--- src/verilog/pidan_pkg.sv ---
// Constants, field layout and state record for the PHY identifier and
// auto-negotiation advertisement registers.
// Assumes a management port giving a 5-bit register address, one clock.
//
// Overview of operation
// - ID word bits 15:10 hold identifier bits 19-24
// - ID word bits 9:4 hold fixed model number
// - ID word bits 3:0 hold fixed revision
// - Revision increments for each major silicon change
// - Bit 15 next page request, read-write, reset 0
// - Bit 14 ignores writes, reads zero
// - Bit 13 remote fault advertise, read-write, reset 0
// - Bit 12 reserved, written zero, reads zero
// - Bit 11 asymmetric pause ability, read-write, reset 0
// - Bit 10 symmetric pause ability, read-write, reset 0
// - Resolve pause abilities into two-bit control field
// - Bit 9 four-pair ability fixed zero
// - Bits 8:5 read-write, reset from strap inputs
// - Bits 4:0 selector, read-write, reset 00001
// - Advertisement sent to partner as base page
// - Completion status bit set when negotiation finished
`default_nettype none

package pidan_pkg;

    // ****************************************************************
    // Register addresses
    // ****************************************************************
    localparam logic [4:0] ADDR_ID_LOW = 5'h03;
    localparam logic [4:0] ADDR_ADV = 5'h04;

    // ****************************************************************
    // Field positions
    // ****************************************************************
    localparam int ID_ORG_BITS_LSB = 10;
    localparam int ID_MODEL_LSB = 4;
    localparam int ID_REV_LSB = 0;
    localparam int ADV_NEXT_PAGE = 15;
    localparam int ADV_RSVD_HI = 14;
    localparam int ADV_REMOTE_FAULT = 13;
    localparam int ADV_RSVD_LO = 12;
    localparam int ADV_ASYM_PAUSE = 11;
    localparam int ADV_SYM_PAUSE = 10;
    localparam int ADV_FOUR_PAIR = 9;
    localparam int ADV_ABILITY_LSB = 5;
    localparam int ADV_SELECTOR_LSB = 0;
    localparam int STATUS_COMPLETE_BIT = 5;
    localparam int CTRL_PAUSE_RES_LSB = 12;

    // ****************************************************************
    // Reset values and masks
    // ****************************************************************
    localparam logic [15:0] ADV_RESET = 16'h0001;
    localparam logic [15:0] ADV_WRITE_MASK = 16'hadff;
    localparam logic [15:0] ADV_STRAP_MASK = 16'h01e0;
    localparam logic [15:0] WORD_RESET = 16'h0000;
    localparam logic [1:0] PAUSE_RES_RESET = 2'h0;

    // ****************************************************************
    // State record of the register bank
    // ****************************************************************
    typedef struct packed {
        logic [15:0] adv;
        logic [15:0] rdata;
        logic rd_valid;
        logic strap_done;
        logic start_pending;
        logic complete;
        logic [15:0] base_page;
        logic [1:0] pause_res;
    } pidan_state_s;

    typedef struct packed {
        logic pause;
        logic asym;
    } pidan_pause_s;

endpackage : pidan_pkg

`default_nettype wire

--- src/verilog/pidan_regs.sv ---
// Identifier low word and auto-negotiation advertisement register bank.
// Assumes a synchronous management port: one-cycle read and write
// strobes, read data one cycle later; negotiation engine outside.
`default_nettype none

module pidan_regs #(
    // Arbitrary values, not those of any real part
    parameter logic [5:0] ORG_ID_LOW_BITS = 6'h2a,
    parameter logic [5:0] MODEL_NUMBER = 6'h15,
    parameter logic [3:0] REVISION_NUMBER = 4'h3
) (
    input wire logic clk,
    input wire logic arst_n,
    input wire logic [4:0] mgmt_addr,
    input wire logic mgmt_wr_en,
    input wire logic [15:0] mgmt_wdata,
    input wire logic mgmt_rd_en,
    output logic [15:0] mgmt_rdata,
    output logic mgmt_rd_valid,
    input wire logic [3:0] strap_abilities,
    input wire logic restart_negotiation,
    input wire logic negotiation_done,
    input wire pidan_pkg::pidan_pause_s partner_pause,
    output logic [15:0] base_page_word,
    output logic negotiation_complete,
    output logic [1:0] pause_resolution
);

    // ****************************************************************
    // Reset release
    // ****************************************************************
    logic rst_meta_n;
    logic rst_n;

    always_ff @(posedge clk or negedge arst_n) begin
        if (!arst_n) begin
            rst_meta_n <= 1'b0;
            rst_n <= 1'b0;
        end else begin
            rst_meta_n <= 1'b1;
            rst_n <= rst_meta_n;
        end
    end

    // ****************************************************************
    // Helpers
    // ****************************************************************
    function automatic logic [15:0] adv_view(input logic [15:0] stored);
        adv_view = stored & pidan_pkg::ADV_WRITE_MASK;
    endfunction : adv_view

    function automatic logic [15:0] id_word();
        id_word = {ORG_ID_LOW_BITS, MODEL_NUMBER, REVISION_NUMBER};
    endfunction : id_word

    pidan_pkg::pidan_state_s st;
    pidan_pkg::pidan_state_s next_st;
    pidan_pkg::pidan_pause_s local_pause;
    logic rx_pause_en;
    logic tx_pause_en;
    logic start_now;

    assign local_pause.pause = st.adv[pidan_pkg::ADV_SYM_PAUSE];
    assign local_pause.asym = st.adv[pidan_pkg::ADV_ASYM_PAUSE];

    pidan_pause_res u_pause_res (
        .local_ability(local_pause),
        .partner_ability(partner_pause),
        .rx_pause_en(rx_pause_en),
        .tx_pause_en(tx_pause_en)
    );

    // ****************************************************************
    // Next state
    // ****************************************************************
    always_comb begin
        next_st = st;
        start_now = restart_negotiation || st.start_pending;
        next_st.start_pending = 1'b0;
        next_st.rd_valid = mgmt_rd_en;
        // Straps caught once, first cycle after release
        if (!st.strap_done) begin
            next_st.strap_done = 1'b1;
            next_st.start_pending = 1'b1;
            next_st.adv[pidan_pkg::ADV_ABILITY_LSB +: 4] = strap_abilities;
        end else if (mgmt_wr_en && mgmt_addr == pidan_pkg::ADDR_ADV) begin
            // Bits 14, 12 and 9 never stored
            next_st.adv = adv_view(mgmt_wdata);
        end
        if (mgmt_rd_en) begin
            case (mgmt_addr)
                pidan_pkg::ADDR_ID_LOW: next_st.rdata = id_word();
                pidan_pkg::ADDR_ADV: next_st.rdata = adv_view(st.adv);
                default: next_st.rdata = pidan_pkg::WORD_RESET;
            endcase
        end
        // Latest advertisement becomes the outgoing base page
        if (start_now) begin
            next_st.base_page = adv_view(st.adv);
            next_st.complete = 1'b0;
        end
        // Completion wins over a coinciding restart
        if (negotiation_done) begin
            next_st.complete = 1'b1;
        end
        next_st.pause_res = st.complete ? {rx_pause_en, tx_pause_en}
                                        : pidan_pkg::PAUSE_RES_RESET;
    end

    always_ff @(posedge clk or negedge rst_n) begin
        if (!rst_n) begin
            st.adv <= pidan_pkg::ADV_RESET;
            st.rdata <= pidan_pkg::WORD_RESET;
            st.rd_valid <= 1'b0;
            st.strap_done <= 1'b0;
            st.start_pending <= 1'b0;
            st.complete <= 1'b0;
            st.base_page <= pidan_pkg::WORD_RESET;
            st.pause_res <= pidan_pkg::PAUSE_RES_RESET;
        end else begin
            st <= next_st;
        end
    end

    assign mgmt_rdata = st.rdata;
    assign mgmt_rd_valid = st.rd_valid;
    assign base_page_word = st.base_page;
    assign negotiation_complete = st.complete;
    assign pause_resolution = st.pause_res;

    logic rd_id;
    logic rd_adv;
    logic wr_adv;
    assign rd_id = mgmt_rd_en && mgmt_addr == pidan_pkg::ADDR_ID_LOW;
    assign rd_adv = mgmt_rd_en && mgmt_addr == pidan_pkg::ADDR_ADV;
    assign wr_adv = mgmt_wr_en && mgmt_addr == pidan_pkg::ADDR_ADV && st.strap_done;
endmodule : pidan_regs

`default_nettype wire

--- src/verilog/pidan_pause_res.sv ---
// Pause resolution of local and partner pause abilities.
// Assumes both inputs stable while the result is registered by the caller.
`default_nettype none

module pidan_pause_res (
    input wire pidan_pkg::pidan_pause_s local_ability,
    input wire pidan_pkg::pidan_pause_s partner_ability,
    output logic rx_pause_en,
    output logic tx_pause_en
);

    // ****************************************************************
    // Resolution table
    // ****************************************************************
    always_comb begin
        rx_pause_en = 1'b0;
        tx_pause_en = 1'b0;
        if (local_ability.pause && partner_ability.pause) begin
            rx_pause_en = 1'b1;
            tx_pause_en = 1'b1;
        end else if (local_ability.pause && local_ability.asym &&
                     !partner_ability.pause && partner_ability.asym) begin
            rx_pause_en = 1'b1;
        end else if (!local_ability.pause && local_ability.asym &&
                     partner_ability.pause && partner_ability.asym) begin
            tx_pause_en = 1'b1;
        end
    end

endmodule : pidan_pause_res

`default_nettype wire

--- config.mk ---
export PLATFORM = sky130hd
export DESIGN_NAME = pidan_regs
export DESIGN_NICKNAME = d
export VERILOG_FILES = /design/src/verilog/pidan_pkg.sv /design/src/verilog/pidan_regs.sv /design/src/verilog/pidan_pause_res.sv
export SDC_FILE = /design/constraint.sdc
export NUM_CORES = 1
export LEC_CHECK = 0
export BUFFER_PORTS_ARGS = -buffer_cell sky130_fd_sc_hd__buf_2
export CAP_MARGIN = 5
export CORE_AREA = 8 8 72 74
export DETAILED_ROUTE_END_ITERATION = 8
export DIE_AREA = 0 0 80 82
export PLACE_DENSITY = 0.93
export SYNTH_ARGS = -nofsm -noshare
export SYNTH_HDL_FRONTEND = slang
export SYNTH_SLANG_ARGS = --single-unit
--- constraint.sdc ---
create_clock -name clk -period 2.2 [get_ports clk]
set_input_delay 0.33 -clock clk [delete_from_list [all_inputs] [get_ports clk]]
set_output_delay 0.33 -clock clk [all_outputs]
set_load 0.02 [all_outputs]
==> results.json, run 1 <==
{
  "ys_seq_area_frac": 0.557,
  "overflow": 0,
  "synth_area_sq_um": 2110,
  "avgViaCountPerCell": 4.98,
  "final.min_clock_period_ps": 1780,
  "drt-pass1-iter-count": 4,
  "cts_root_buf": "clkbuf_8",
  "p_int_mw": 1.37,
  "final_common_cell": "buf_2",
  "cts_buffers": 5,
  "crit_path_start": "st[20]",
  "rsz0062_at_grt": "no",
  "clock_latency_ps": 290,
  "slew-limit-headroom": 0.577,
  "drt-initial-drc-count": 61,
  "path_clk_slew_ps": 90,
  "synth_edf_count": 0,
  "yosysWarningCount": 0,
  "clock_path_buffers": 2,
  "gp_congestion": 0.831,
  "htree_num_levels": 2,
  "final_cell_mix": "59 x buf_2, 45 x dfrtp_1, 15 x nor2_1, 13 x mux2_2, 10 x a21oi_1",
  "netSwitchingPower_mw": 0.513,
  "critical-path-max-stage-delay_ps": 660,
  "die-height_microns": 82,
  "port_buffers": 59,
  "area_growth_syn_to_layout_pct": 11.7,
  "cts.sinks": 47,
  "slew_violations": 0,
  "reg2reg_slack_ps": 420,
  "finalNetCount": 253,
  "r2r-start": "st[20]",
  "dpl.hpwl_microns": 3400,
  "fin_skew_ps": 11.3,
  "crit_type": "reg2reg",
  "tritoncts": "done",
  "die_w_microns": 80,
  "tns_ps": 0,
  "drive_gt1_frac": 0.439,
  "ant_nets": 0,
  "worstSetupStartpointType": "flop",
  "rr_worst_depth": 3,
  "worstMarginPinSlew_ps": 635,
  "avgSynthCellArea_sq_um": 11.5,
  "synth_cell_type_count": 24,
  "setup_viol": 0,
  "diodes": 0,
  "cp_slowest_cell": "or3_1",
  "worstPathRequired_ps": 2370,
  "track_usage": 0.141,
  "final_hold_viol_count": 0,
  "combPwrFrac": 0.162,
  "placementRows": 24,
  "p_sw_frac": 0.272,
  "synth_top_flop_cell": "dfrtp_1",
  "synth.ff_latch_count": 47,
  "stdcell_area_sq_um": 2360,
  "leakage_nw": 1.19,
  "status": "completed",
  "fillers": 385,
  "pwr-share-seq": 0.536,
  "grt_pass1_vias": 1458,
  "wl_per_cell_microns": 16.5,
  "crit_fanout": 9,
  "power_density_nw_per_um2": 798,
  "critPathCapture": "st[39]",
  "hold_ws_ps": 198,
  "cp-end-kind": "flop",
  "grt_pass1_wl_microns": 7140,
  "hold_path_class": "reg2async",
  "maxCapViolCount": 0,
  "place_area_sq_um": 2240,
  "fmax_ghz": 0.562,
  "vias": 1360,
  "synthCells": 183,
  "synthArstFlopShare": 1.00,
  "dieArea_sq_um": 6560,
  "vdd_ir_drop_max_mv": 0.420,
  "antenna_found_initial": 0,
  "totalWireLength_microns": 4500,
  "cp.arrival_ps": 1950,
  "io_pins": 69,
  "fin_util": 0.569,
  "start_util": 0.510,
  "core-area_sq_um": 4140,
  "power.share.clock": 0.302,
  "post-route-drc-count": 0,
  "grt_max_degree": 27,
  "fin_crit_sh": 0.808,
  "timing.rr.end": "st[39]",
  "path_cells": "inv_1, or3_1, mux2_4"
}
[worst min-delay path by stage]
| stage | end | slack [ps] | cells past startpoint |
|---|---|---|---|
| finish | st[51] | 200 | 0 |
| floorplan | rst_meta_n | 30 | 0 |
| detailed placement | rst_meta_n | 120 | 1 |
| global placement | rst_meta_n | 120 | 1 |
| CTS | negotiation_complete | 210 | 2 |
| global route | negotiation_complete | 230 | 2 |
[what timing repair did]
item                      CTS  global route
resized for setup           0             0
hold buffers                1             0
buffers inserted            0             0
hold endpoints to repair    2             0
[layout make-up]
cell class,instances,area [sq um],share of cell area
clock buffers,7,96.3,0.0408
clock inverters,1,7.51,0.00318
inverters,6,22.5,0.00955
multi-input cells,95,646,0.274
flip-flops and latches,47,1180,0.500
well taps,52,65.1,0.0276
repair buffers,65,343,0.145
[registers in the layout, summed over array words and instances (netlist names)]
signal / count
rst_meta_n: 1
pause_resolution: 2
st: 13
mgmt_rdata: 13
local_pause: 2
negotiation_complete: 1
rst_n: 1
mgmt_rd_valid: 1
base_page_word: 13
[power by group through the flow]
stage                     clock network, mW  logic, mW  registers, mW
after floorplan                           0      0.268           1.02
after global placement                    0      0.299           1.02
after detailed placement                  0      0.308           1.03
after CTS                             0.587      0.310           1.01
after global routing                  0.620      0.331           1.02
final                                 0.568      0.305           1.01
[logic make-up (layout without fill, tap and decap cells)]
logic type / after synthesis / after routing / synth area share
DFF: 47 / 47 / 0.557
buffers and inverters: 47 / 79 / 0.150
and+or+nand+nor: 40 / 40 / 0.0877
AOI/OAI and AO/OA: 25 / 25 / 0.0675
muxes: 22 / 22 / 0.133
other: 2 / 8 / 0.00356
[cells in the mapped netlist, types with 2 or more instances]
library cell / instances / area share
a21oi_1: 10 / 0.024
a31oi_1: 4 / 0.012
buf_2: 2 / 0.0047
buf_4: 35 / 0.12
clkbuf_1: 3 / 0.0053
conb_1: 2 / 0.0036
dfrtp_1: 46 / 0.55
inv_1: 6 / 0.011
mux2_2: 13 / 0.069
mux2_4: 9 / 0.064
nand2_1: 9 / 0.016
nand3_1: 8 / 0.019
nand4_1: 4 / 0.012
nor2_1: 15 / 0.027
o21ai_0: 4 / 0.0095
o22ai_1: 5 / 0.015
[worst max-delay path, delay by kind of cell (launching register included)]
kind	cells	cell delay [ps]
buffers and inverters	1	100
DFF	1	510
muxes	1	390
and+or+nand+nor	1	660
[metal layers]
layer,GRT usage,share of wire
met3,0.0470,0.090
met1,0.165,0.39
met2,0.243,0.51
met4,0.0382,0.0062
met5,0,0
[metrics by stage]
step / total power [mW] / instances / setup slack [ps]
global route: 1.97 / 273 / 363
CTS: 1.91 / 273 / 424
floorplan: 1.28 / 189 / 683
global placement: 1.32 / 264 / 302
finish: 1.88 / 273 / 422
detailed placement: 1.34 / 264 / 293
(Power assumes the default switching activity.)
==> run 2: changes to the inputs <==
--- a/config.mk
+++ b/config.mk
@@ -7,10 +7,10 @@
 export LEC_CHECK = 0
 export BUFFER_PORTS_ARGS = -buffer_cell sky130_fd_sc_hd__buf_2
 export CAP_MARGIN = 5
-export CORE_AREA = 8 8 72 74
+export CORE_AREA = 8 8 78 80
 export DETAILED_ROUTE_END_ITERATION = 8
-export DIE_AREA = 0 0 80 82
-export PLACE_DENSITY = 0.93
+export DIE_AREA = 0 0 86 88
+export PLACE_DENSITY = 0.84
 export SYNTH_ARGS = -nofsm -noshare
 export SYNTH_HDL_FRONTEND = slang
 export SYNTH_SLANG_ARGS = --single-unit
==> constraint.sdc (replaced) <==
create_clock -name clk -period 1.5 [get_ports clk]
set_input_delay 0.225 -clock clk [delete_from_list [all_inputs] [get_ports clk]]
set_output_delay 0.225 -clock clk [all_outputs]
set_load 0.02 [all_outputs]
==> results.json, run 2 (synthesis gave the netlist of run 1 again) <==
{
  "die-height_microns": 88,
  "tns_ps": 0,
  "dpl.hpwl_microns": 3500,
  "hold_path_class": "in2reg",
  "area_growth_syn_to_layout_pct": 15.9,
  "status": "completed",
  "wl_per_cell_microns": 15.2,
  "drt-initial-drc-count": 63,
  "drive_gt1_frac": 0.457,
  "fmax_ghz": 0.725,
  "core-area_sq_um": 4910,
  "cts_buffers": 5,
  "post-route-drc-count": 0,
  "track_usage": 0.127,
  "io_pins": 69,
  "port_buffers": 59,
  "dieArea_sq_um": 7570,
  "pre_cts_slack_ps": -58.3,
  "start_util": 0.430,
  "ant_nets": 0,
  "drt-pass1-iter-count": 4,
  "clock_latency_ps": 290,
  "final.min_clock_period_ps": 1380,
  "cts_root_buf": "clkbuf_8",
  "finalNetCount": 264,
  "path_clk_slew_ps": 80,
  "final_common_cell": "buf_2",
  "vdd_ir_drop_max_mv": 0.446,
  "final_hold_viol_count": 0,
  "rsz0062_at_grt": "no",
  "grt_pass1_vias": 1500,
  "cts.sinks": 47,
  "leakage_nw": 1.23,
  "placementRows": 26,
  "gp_congestion": 0.780,
  "vias": 1375,
  "slew_violations": 0,
  "worstPathRequired_ps": 1680,
  "worstSetupStartpointType": "flop",
  "worst_slack_ps": 120,
  "antenna_found_initial": 0,
  "final_cell_mix": "59 x buf_2, 45 x dfrtp_1, 15 x nor2_1, 15 x buf_4, 13 x mux2_2",
  "setup_viol": 0,
  "overflow": 0,
  "cts-resized-gates": 0,
  "post_cts_buffers": 0,
  "htree_num_levels": 2,
  "ctsHoldBuffers": 1,
  "fin_util": 0.498,
  "reg2reg_slack_ps": 120,
  "clock_path_buffers": 2,
  "grt_pass1_wl_microns": 7380,
  "avgViaCountPerCell": 4.57,
  "cp-end-kind": "flop",
  "totalWireLength_microns": 4560,
  "hold_ws_ps": 110,
  "tritoncts": "done",
  "grt_max_degree": 24,
  "fin_crit_sh": 0.920,
  "cp.arrival_ps": 1560,
  "crit_fanout": 5,
  "fin_skew_ps": 4.14,
  "maxCapViolCount": 0,
  "die_w_microns": 86,
  "power_density_nw_per_um2": 1080,
  "crit_type": "reg2reg"
}
-- run 2: changes by cell type in the layout (fill, tap and decap cells not counted), sizes merged --
cell	delta
clkinvlp	-1
buf	+11
clkbuf	-1
diode	+1
-- run 2: worst paths after layout --
check,startpoint,endpoint,cells after the start
hold / removal,negotiation_done,negotiation_complete,2
hold reg to reg,rst_n,mgmt_rd_valid,0
max in group asynchronous,rst_n,mgmt_rdata[8],1
min in group asynchronous,rst_n,mgmt_rd_valid,0
setup reg to reg,st[20],local_pause[0],4
setup / recovery,st[20],local_pause[0],4
-- run 2: layout make-up --
cell class / instances / area (sq um)
inverters: 6 / 22.5
well taps: 70 / 87.6
repair buffers: 76 / 438
flip-flops and latches: 47 / 1180
fillers: 459 / 2460
diodes: 1 / 2.50
multi-input cells: 95 / 646
clock buffers: 6 / 72.6
-- run 2: per-layer routing --
| metal | vias up | routed length, microns | GRT usage |
|---|---|---|---|
| met5 | - | 0 | 0 |
| met4 | 0 | 80 | 0.0541 |
| met3 | 9 | 290 | 0.0497 |
| met2 | 42 | 2270 | 0.207 |
| met1 | 655 | 1920 | 0.146 |
| li1 | 669 | - | - |
-- run 2: critical path, cell delays in order (launching register included) --
cell,delay (ps)
dfrtp_1,350
inv_1,50
or3_1,380
buf_4,190
mux2_4,300
-- run 2: through the flow --
stage	power [mW]	cells	cell area (sq um)
5_1_grt	2.78	300	2440
2_1_floorplan	1.88	189	2130
4_1_cts	2.67	300	2440
6_report	2.63	301	2450
3_3_place_gp	1.96	293	2360
3_5_place_dp	1.98	293	2360
-- run 2: where the power goes --
group	switching [mW]	internal (mW)
Combinational	0.261	0.215
Sequential	0.0799	1.39
Clock	0.376	0.311
Total	0.716	1.92
